File: src/rtl/rcst_defs.vh
// constants for reset cause recording and start-up time-out
`ifndef RCST_DEFS_VH
`define RCST_DEFS_VH
// register indices on the plain port
`define RCST_ADDR_FLAGS 2'h0
`define RCST_ADDR_STATUS 2'h1
`define RCST_ADDR_CTRL 2'h2
`define RCST_ADDR_PC 2'h3
// reset_cause_flags fields
`define RCST_BIT_BROWNOUT 0
`define RCST_BIT_POWERON 1
// status register fields
`define RCST_BIT_PD 3
`define RCST_BIT_TO 4
// ctrl register fields
`define RCST_BIT_BOR_EN 0
`define RCST_BIT_PWRT_EN_N 1
`define RCST_BIT_RC_MODE 2
`define RCST_BIT_GIE 3
// reset values
`define RCST_STATUS_POR 8'h18
`define RCST_CTRL_RESET 8'h01
// program counter targets
`define RCST_RESET_VECTOR 13'h0000
`define RCST_IRQ_VECTOR 13'h0004
// timing
`define RCST_CLK_HZ 50000000
`define RCST_PWRT_MS 72
`define RCST_PWRT_CYCLES ((`RCST_PWRT_MS * (`RCST_CLK_HZ / 1000)))
`define RCST_OST_PERIODS 1024
`endif

File: src/rtl/rcst_counter.v
// down counter used for each start-up delay
`timescale 1ns/1ps
`default_nettype none
module rcst_counter #(
    parameter W = 22
) (
    input wire clk_sys, // system clock
    input wire resetn, // sync reset, active low
    input wire ce, // clock enable
    input wire start, // load and begin counting
    input wire [W-1:0] load, // cycles to count
    output reg busy // high while counting
);
    reg [W-1:0] count;
    always @(posedge clk_sys)
    begin
        if (!resetn)
        begin
            count <= {W{1'b0}};
            busy <= 1'b0;
        end
        else if (ce)
        begin
            if (start)
            begin
                count <= load;
                busy <= 1'b1;
            end
            else if (busy)
            begin
                if (count <= {{(W-1){1'b0}}, 1'b1})
                    busy <= 1'b0;
                count <= count - {{(W-1){1'b0}}, 1'b1};
            end
        end
    end
endmodule // rcst_counter
`default_nettype wire

File: src/rtl/rcst_top.v
// reset cause recording and start-up time-out sequencer
// What this block does
// [RQ1] brown-out reset clears flag bit zero
// [RQ2] software sets brown-out flag after power-on
// [RQ3] brown-out flag meaningless when detector disabled
// [RQ4] power-on clears flag bit one only
// [RQ5] software sets power-on flag after power-on
// [RQ6] delays: 72 ms plus 1024 periods
// [RQ7] power-on sets timeout, powerdown, clears upper
// [RQ8] encode brown-out, watchdog reset, watchdog wake
// [RQ9] master-clear and interrupt wake cause encoding
// [RQ10] resets vector zero, wake resumes next
// [RQ11] interrupt wake with enable uses vector four
// [RQ12] power-up delay first, then oscillator count
//
// The placing of the registers and the plain strobed port are this design's own decisions.
`timescale 1ns/1ps
`default_nettype none
`include "rcst_defs.vh"
module rcst_top #(
    parameter PWRT_CYCLES = `RCST_PWRT_CYCLES,
    parameter OST_PERIODS = `RCST_OST_PERIODS,
    parameter OSC_DIV = 1
) (
    input wire clk_sys, // system clock, 50 MHz
    input wire resetn, // sync reset, active low
    input wire ce, // clock enable, freezes state when low
    input wire ev_poweron, // pulse: power-on reset event
    input wire ev_brownout, // pulse: brown-out detected
    input wire ev_wdt_reset, // pulse: watchdog reset while running
    input wire ev_wdt_wake, // pulse: watchdog wake from sleep
    input wire ev_master_clear_pin, // pulse: master_clear_pin reset
    input wire ev_irq_wake, // pulse: interrupt wake from sleep
    input wire sleeping, // level: core is in sleep
    input wire [12:0] sleep_pc, // address of the sleep instruction
    input wire [1:0] addr, // register index
    input wire [7:0] wdata, // write data
    input wire wr, // write strobe
    input wire rd, // read strobe
    output reg [7:0] rdata, // read data, one cycle after rd
    output reg core_reset, // internal reset held to the core
    output reg [12:0] pc_load, // address to resume at
    output reg pc_load_valid // pulse: pc_load is to be taken
);
    localparam ST_RUN = 2'h0;
    localparam ST_PWRT = 2'h1;
    localparam ST_OST = 2'h2;
    localparam ST_START = 2'h3;

    reg [1:0] state;
    reg [1:0] flags; // {poweron_flag_n, brownout_flag_n}
    reg [7:0] status;
    reg [7:0] ctrl;
    reg need_pwrt;
    reg need_ost;
    reg [12:0] next_pc;
    reg pwrt_start;
    reg ost_start;
    wire pwrt_busy;
    wire ost_busy;
    wire bor_en = ctrl[`RCST_BIT_BOR_EN];
    wire pwrt_en = ~ctrl[`RCST_BIT_PWRT_EN_N];
    wire rc_mode = ctrl[`RCST_BIT_RC_MODE];
    wire global_irq_enable = ctrl[`RCST_BIT_GIE];
    wire brownout = ev_brownout & bor_en;
    wire sw_wr_flags = ce & wr & (addr == `RCST_ADDR_FLAGS);

    //--------------------------------------------------
    // start-up delay counters
    //--------------------------------------------------
    rcst_counter #(.W(32)) u_pwrt (
        .clk_sys(clk_sys),
        .resetn(resetn),
        .ce(ce),
        .start(pwrt_start),
        .load(PWRT_CYCLES),
        .busy(pwrt_busy)
    );
    rcst_counter #(.W(32)) u_ost (
        .clk_sys(clk_sys),
        .resetn(resetn),
        .ce(ce),
        .start(ost_start),
        .load(OST_PERIODS * OSC_DIV),
        .busy(ost_busy)
    );

    //--------------------------------------------------
    // cause capture and sequencing
    //--------------------------------------------------
    always @(posedge clk_sys)
    begin
        if (!resetn)
        begin
            state <= ST_RUN;
            flags <= 2'h0;
            status <= `RCST_STATUS_POR;
            ctrl <= `RCST_CTRL_RESET;
            need_pwrt <= 1'b0;
            need_ost <= 1'b0;
            next_pc <= `RCST_RESET_VECTOR;
            pwrt_start <= 1'b0;
            ost_start <= 1'b0;
            core_reset <= 1'b1;
            pc_load <= `RCST_RESET_VECTOR;
            pc_load_valid <= 1'b0;
            rdata <= 8'h00;
        end
        else if (ce)
        begin
            pwrt_start <= 1'b0;
            ost_start <= 1'b0;
            pc_load_valid <= 1'b0;
            rdata <= 8'h00;
            if (rd)
            begin
                case (addr)
                    `RCST_ADDR_FLAGS: rdata <= {6'h00, flags};
                    `RCST_ADDR_STATUS: rdata <= status;
                    `RCST_ADDR_CTRL: rdata <= ctrl;
                    default: rdata <= {3'h0, state, 2'h0, core_reset};
                endcase
            end
            if (wr && addr == `RCST_ADDR_CTRL)
                ctrl <= wdata;
            if (wr && addr == `RCST_ADDR_STATUS)
                status <= {wdata[7:5], status[4:3], wdata[2:0]};
            // software sets flags; a hardware clear below wins
            if (sw_wr_flags)
                flags <= wdata[1:0]; // RQ2 RQ5
            if (ev_poweron)
            begin
                flags[`RCST_BIT_POWERON] <= 1'b0; // RQ4
                status <= `RCST_STATUS_POR; // RQ7
                need_pwrt <= pwrt_en | rc_mode; // RQ6
                need_ost <= ~rc_mode;
                next_pc <= `RCST_RESET_VECTOR; // RQ10
                core_reset <= 1'b1;
                state <= ST_START;
            end
            else if (brownout)
            begin
                flags[`RCST_BIT_BROWNOUT] <= 1'b0; // RQ1 RQ3
                status[`RCST_BIT_TO] <= 1'b1; // RQ8
                status[`RCST_BIT_PD] <= 1'b1;
                status[7:5] <= 3'h0;
                need_pwrt <= 1'b1; // RQ6
                need_ost <= ~rc_mode;
                next_pc <= `RCST_RESET_VECTOR;
                core_reset <= 1'b1;
                state <= ST_START;
            end
            else if (ev_wdt_reset || ev_master_clear_pin)
            begin
                if (ev_wdt_reset)
                begin
                    status[`RCST_BIT_TO] <= 1'b0; // RQ8
                    status[`RCST_BIT_PD] <= 1'b1;
                end
                else if (sleeping)
                begin
                    status[`RCST_BIT_TO] <= 1'b1; // RQ9
                    status[`RCST_BIT_PD] <= 1'b0;
                end
                status[7:5] <= 3'h0;
                need_pwrt <= 1'b0;
                need_ost <= 1'b0;
                next_pc <= `RCST_RESET_VECTOR; // RQ10
                core_reset <= 1'b1;
                state <= ST_START;
            end
            else if (sleeping && (ev_wdt_wake || ev_irq_wake))
            begin
                status[`RCST_BIT_TO] <= ev_irq_wake; // RQ8 RQ9
                status[`RCST_BIT_PD] <= 1'b0;
                need_pwrt <= 1'b0;
                need_ost <= ~rc_mode; // RQ6
                if (ev_irq_wake && global_irq_enable)
                    next_pc <= `RCST_IRQ_VECTOR; // RQ11
                else
                    next_pc <= sleep_pc + 13'h0001; // RQ10
                state <= ST_START;
            end
            else
            begin
                case (state)
                    ST_START:
                    begin
                        // power-up delay first, oscillator count after
                        if (need_pwrt)
                        begin
                            pwrt_start <= 1'b1; // RQ12
                            state <= ST_PWRT;
                        end
                        else if (need_ost)
                        begin
                            ost_start <= 1'b1;
                            state <= ST_OST;
                        end
                        else
                        begin
                            core_reset <= 1'b0;
                            pc_load <= next_pc;
                            pc_load_valid <= 1'b1;
                            state <= ST_RUN;
                        end
                    end
                    ST_PWRT:
                    begin
                        if (!pwrt_start && !pwrt_busy)
                        begin
                            need_pwrt <= 1'b0; // RQ12
                            state <= ST_START;
                        end
                    end
                    ST_OST:
                    begin
                        if (!ost_start && !ost_busy)
                        begin
                            need_ost <= 1'b0; // RQ6
                            state <= ST_START;
                        end
                    end
                    default: state <= ST_RUN;
                endcase
            end
        end
    end
endmodule // rcst_top
`default_nettype wire

File: config.mk
export PLATFORM = sky130hd
export DESIGN_NAME = rcst_top
export DESIGN_NICKNAME = d
export VERILOG_FILES = /design/src/rtl/rcst_counter.v /design/src/rtl/rcst_top.v
export VERILOG_INCLUDE_DIRS = /design/src /design/src/rtl
export SDC_FILE = /design/constraint.sdc
export NUM_CORES = 1
export LEC_CHECK = 0
export BUFFER_PORTS_ARGS = -buffer_cell sky130_fd_sc_hd__buf_2
export CORE_MARGIN = 5
export CORE_UTILIZATION = 35
export CTS_CLUSTER_DIAMETER = 200
export DETAILED_ROUTE_END_ITERATION = 7
export PLACE_DENSITY = 0.56
export SYNTH_ARGS = -nofsm -noshare
export SYNTH_HDL_FRONTEND = slang
export SYNTH_SLANG_ARGS = --single-unit
File: constraint.sdc
create_clock -name clk_sys -period 6.97 [get_ports clk_sys]
set_input_delay 0 -clock clk_sys [delete_from_list [all_inputs] [get_ports clk_sys]]
set_output_delay 0 -clock clk_sys [all_outputs]
set_load 0.02 [all_outputs]
==> results.toml, run 1 <==
[setup_path]
path_depth = 4
r2r_start = "u_pwrt.count[2]"
ff2ff_path_depth = 4
r2r_end = "u_pwrt.count[15]"
worstPathArrival_ns = 2.93
crit_path_start_kind = "flip-flop"
cpLargestDelayFamily = "simple AND/OR/NAND/NOR gates"
critPathSlowestCell = "or4_1"
critical_path_class = "flip-flop to flip-flop"
worst-path-buf-inv = 0
cp.required_ns = 7.31
worstPathCellList = "or4_1, or4_1, or4_1, a31oi_1"
worstPathMaxFanout = 19
cpPeakStageDelay_ns = 0.86
cp-startpoint = "u_pwrt.count[2]"
r2r_slack_ns = 4.37
critical_path.most_common_cell = "or4_1"
end_kind = "flip-flop"
crit_path_end = "u_pwrt.count[15]"

[clocking]
postCtsSetupRepairBufs = 0
htreeDepth = 4
cts_buffers = 17
postCtsHoldBufs = 26
clockRootBuffer = "clkbuf_16"
ctsResizeCount = 0
clk_latency_ns = 0.41
cts_tree = "yes"
clockBufferDepth = 2
path_clk_slew_ns = 0.05
clkSinkCount = 126

[routing]
dr.pass1.iters = 5
drt_iter0_markers = 280
vias_per_cell = 5.46
wl_per_cell_um = 14.8
detail-route-antenna-nets = 0
drc = 0
routed_wl_um = 14900
vias = 5466

[grt]
gr-usage-all-layers_pct = 15.3
antenna_found_initial = 0
grt_max_degree = 57
gr-total-overflow = 0
grt_pass1_vias = 5192
grt_pass1_wl_um = 25100

[sta]
hold_ws_ns = 0.0253
hold_viol = 0
layout_setup_ws_ns = 4.37
rsz0062_at_grt = "no"
period_minus_slack_ns = 2.60
slew_headroom_pct = 29.4
max_freq_mhz = 385
fin_tns_setup_ns = 0
tightest_slew_ns = 1.06
setup_viol = 0
slew_violations = 0
fin_skew_ns = 0.00620
fin_crit_sh_pct = 37.3

[floorplanning]
start_util_pct = 35.3
core_region_area_um2 = 17100
rows = 48
dieArea_um2 = 20000
fp.dieH_um = 141
die_x_um = 141
io_pins = 58

[synth]
netlist_instances = 705
synth-edff-count = 0
synth.largest_area_cell = "dfxtp_1"
syn_area_um2 = 6040
synth-seq-cells = 126
async_flop_share_pct = 0
syn_nets = 749
synth.yosys.seq_area_share_pct = 41.8
synth_area_leaders = "dfxtp_1 42%, mux2i_1 5.3%, nand2_1 4.2%"
syn_area_per_cell_um2 = 8.56
yosysUniqueCellTypes = 58
ys.flop_type = "dfxtp_1"
yosysTopAreaCellShare_pct = 41.8
ys.warnings.count = 0

[layout]
num_antenna_cells = 0
nets = 811
multi_input_area_um2 = 3300
drive_gt1_share_pct = 13.6
area_growth_pct = 20.3
nFillCells = 1683
seq_area_um2 = 2520
fin_util_pct = 42.5

[placement]
hpwlAfterDp_um = 10000
port_buffers = 57
post-place-ws_ns = 4.35
routabilityCongestion = 0.839

[power_and_ir_drop]
leakage_nw = 2.86
ir_drop_uv = 172
p_per_area_nw_per_um2 = 230

[job]
drv_cap = 0

[min_path]
hold_path_class = "input pin to flip-flop"

[status]
status = "complete, no violations"
-- stage by stage --
stage | instance area [um^2] | power, mW | instances
after floorplan | 6040 | 0.808 | 705
after global placement | 6450 | 0.841 | 947
after detailed placement | 6450 | 0.843 | 947
after CTS | 7270 | 1.69 | 1002
after global routing | 7270 | 1.74 | 1002
final | 7270 | 1.67 | 1002
-- worst min-delay path, cell delays in order --
cell and delay [ns]:
buf_2 0.12, nand2_1 0.06, o22ai_1 0.07, a21oi_1 0.14
-- per-layer routing --
layer / GRT usage, % / part of all wire [%] / wire length (um)
met5: 0 / 0 / 0
met4: 6.73 / 2.5 / 378
met3: 3.51 / 4.3 / 641
met2: 24.6 / 47 / 6930
met1: 19.6 / 47 / 6920
-- registers in the layout (all words and copies together) (netlist names), 2 cells and up --
name,cells
rdata,8
status,8
ctrl,8
u_pwrt.count,32
u_ost.count,32
state,2
next_pc,13
pc_load,13
flags,2
-- report_power, final --
group,switching (mW),internal [mW],leakage (nW)
combinational,0.0635,0.0423,1.57
sequential,0.00575,0.728,1.02
clock,0.305,0.529,0.273
total,0.374,1.30,2.86
-- cells in the final DEF (no fill, tap or decap), types with 27 or more instances in the layout --
master | netlist | final
buf_2 | 5 | 57
a21oi_1 | 49 | 49
nor4_1 | 28 | 28
or3_1 | 28 | 28
mux2i_1 | 32 | 32
dfxtp_1 | 126 | 126
or4_1 | 28 | 28
nor2_1 | 56 | 56
nand2_1 | 67 | 67
o21ai_0 | 27 | 27
-- worst min-delay path by stage --
| stage | from | slack, ns | cells after the start | to |
|---|---|---|---|---|
| finish | ev_brownout | 0.03 | 4 | flags[0] |
| global route | ev_brownout | 0.04 | 4 | flags[0] |
| CTS | ev_brownout | 0.003 | 4 | flags[0] |
| detailed placement | sleep_pc[0] | 0.23 | 2 | next_pc[0] |
| global placement | sleep_pc[0] | 0.23 | 2 | next_pc[0] |
| floorplan | sleep_pc[0] | 0.09 | 1 | next_pc[0] |
-- synth_stat cells (all sizes together), types with 16 or more instances --
master   instances
xnor2           23
clkbuf          34
mux2i           32
nor2            56
or3             29
or4             29
nor4            29
dfxtp          126
o2bb2ai         17
nand3           24
nand2           67
nor3            16
o21ai           27
a21oi           49
o31ai           16
-- kinds of logic after synthesis --
logic type / after synthesis / synth area share [%]
xor gates and xnor gates: 26 / 3.77
adders and majority gates: 9 / 1.86
AOI/OAI and AO/OA: 146 / 15.5
DFF: 126 / 41.8
and+or+nand+nor: 309 / 27.4
muxes: 35 / 6.05
buffers and inverters: 54 / 3.58
-- area by class of cell --
type	count	share of cell area, %
multi-input combinational	525	45.4
sequential	126	34.7
timing repair buffer	85	7.71
clock buffer	23	6.85
tap	225	3.87
clock inverter	6	0.826
inverter	12	0.620
Power figures use the tool's default switching activity.
==> run 2: changes to the inputs <==
==> constraint.sdc (replaced) <==
create_clock -name clk_sys -period 2.7 [get_ports clk_sys]
set_input_delay 0 -clock clk_sys [delete_from_list [all_inputs] [get_ports clk_sys]]
set_output_delay 0 -clock clk_sys [all_outputs]
set_load 0.02 [all_outputs]
==> run 2 against run 1 <==
Sequential power grew to 2.6 times the previous value. First-iteration DRC count shrank 1.1%. Critical endpoint is now u_ost.count[27]. Global-route usage grew 0.28 points. Clock-buffer cell count shrank 4. Largest power group unchanged. Non-clock buffer count grew 12. Die area unchanged.
==> results.toml, run 2 (synthesis results as in run 1) <==
[placement]
hpwlAfterDp_um = 10500
routabilityCongestion = 0.835
port_buffers = 57
place_area_um2 = 6540

[min_path]
worstHoldStart = "ev_irq_wake"
holdPathEnd = "next_pc[2]"
worstHoldPathCells = 5
hold_path_class = "input pin to flip-flop"

[power_and_ir_drop]
p_per_area_nw_per_um2 = 621
ir_drop_uv = 401
leakage_nw = 2.95
total_power_mw = 4.62

[floorplanning]
die_x_um = 141
io_pins = 58
rows = 48
core_region_area_um2 = 17100
fp.dieH_um = 141
dieArea_um2 = 20000
start_util_pct = 35.3

[routing]
wl_met2_um = 7370
drt_iter0_markers = 277
dr.pass1.iters = 5
vias_per_cell = 5.33
drt-met1-wl_um = 6990
routed_wl_um = 15200
vias = 5425
detail-route-antenna-nets = 0
top_layer = "met4"
met3_length_um = 589
wl_per_cell_um = 15.0
drc = 0

[layout]
num_antenna_cells = 0
area_growth_pct = 23.2
final_cell_mix = "126 x dfxtp_1, 67 x nand2_1, 57 x buf_2, 56 x nor2_1, 49 x a21oi_1"
finalInstanceArea_um2 = 7440
drive_gt1_share_pct = 15.4
mostFrequentLayoutCell = "dfxtp_1"
fin_util_pct = 43.5
reg_top3 = "u_ost.count (32), u_pwrt.count (32)"
nets = 823

[setup_path]
ff2ff_path_depth = 4
critical_path_class = "flip-flop to flip-flop"
end_kind = "flip-flop"
worstPathCellList = "or4_1, or4_1, nor4_1, mux2i_1"
cp.required_ns = 3.04
cp-startpoint = "u_ost.count[4]"
r2r_start = "u_ost.count[4]"
worst-path-buf-inv = 0
r2r_slack_ns = 0.19
r2r_end = "u_ost.count[27]"
critPathSlowestCell = "or4_1"
cpLargestDelayFamily = "simple AND/OR/NAND/NOR gates"
worstPathArrival_ns = 2.85
critical_path.most_common_cell = "or4_1"
crit_path_start_kind = "flip-flop"
cpPeakStageDelay_ns = 0.78
worstPathMaxFanout = 11

[sta]
setup_viol = 0
slew_violations = 0
fin_skew_ns = 0.00761
hold_ws_ns = 0.0160
period_minus_slack_ns = 2.51
fin_crit_sh_pct = 93.0
rsz0062_at_grt = "no"
max_freq_mhz = 398
slew_headroom_pct = 47.9
tightest_slew_ns = 0.774
fin_tns_setup_ns = 0
hold_viol = 0

[clocking]
clockRootBuffer = "clkbuf_16"
path_clk_slew_ns = 0.06
cts_buffers = 17
clk_latency_ns = 0.41
clockBufferDepth = 2
cts_tree = "yes"
postCtsSetupRepairBufs = 0
htreeDepth = 4
postCtsHoldBufs = 26
clkSinkCount = 126
ctsResizeCount = 0

[grt]
grt_pass1_wl_um = 25800
gr-usage-all-layers_pct = 15.5
antenna_found_initial = 0
grt_max_degree = 26
grt_pass1_vias = 5314
gr-total-overflow = 0

[status]
status = "complete, no violations"

[job]
drv_cap = 0
## run 2: report_power, final
group	internal [mW]	switching, mW
combinational	0.116	0.165
sequential	1.88	0.0150
clock	1.60	0.850
total	3.59	1.03
## run 2: stage by stage
stage	worst slack, ns	std cells
after global placement	0.305	959
after floorplan	0.437	705
after detailed placement	0.199	959
final	0.189	1017
after global routing	0.0144	1017
after CTS	0.178	1017
## run 2: layout make-up
| type | instances | area [um^2] |
|---|---|---|
| well taps | 225 | 282 |
| inverters | 12 | 45.0 |
| multi-input cells | 525 | 3300 |
| clock inverters | 13 | 186 |
| fillers | 1668 | 9680 |
| clock buffers | 19 | 453 |
| flip-flops and latches | 126 | 2520 |
| repair buffers | 97 | 651 |
## run 2: routing by layer
layer	vias up	global-route usage [%]
met5	-	0
met4	0	5.76
met3	23	4.21
met2	93	25.7
met1	2580	19.4
li1	2729	-
## run 2: worst register-to-register path: stages, from the launching register on
cell	delay, ns
dfxtp_1	0.34
or4_1	0.68
or4_1	0.78
nor4_1	0.39
mux2i_1	0.24
## run 2: how the worst max path moves through the flow
stage | depth (start not counted) | slack (ns) | to
2_1_floorplan | 7 | 0.44 | u_pwrt.count[27]
3_3_place_gp | 5 | 0.31 | u_pwrt.count[29]
3_5_place_dp | 5 | 0.20 | u_pwrt.count[27]
4_1_cts | 5 | 0.18 | u_pwrt.count[27]
5_1_grt | 5 | 0.01 | u_pwrt.count[25]
6_report | 4 | 0.19 | u_ost.count[27]
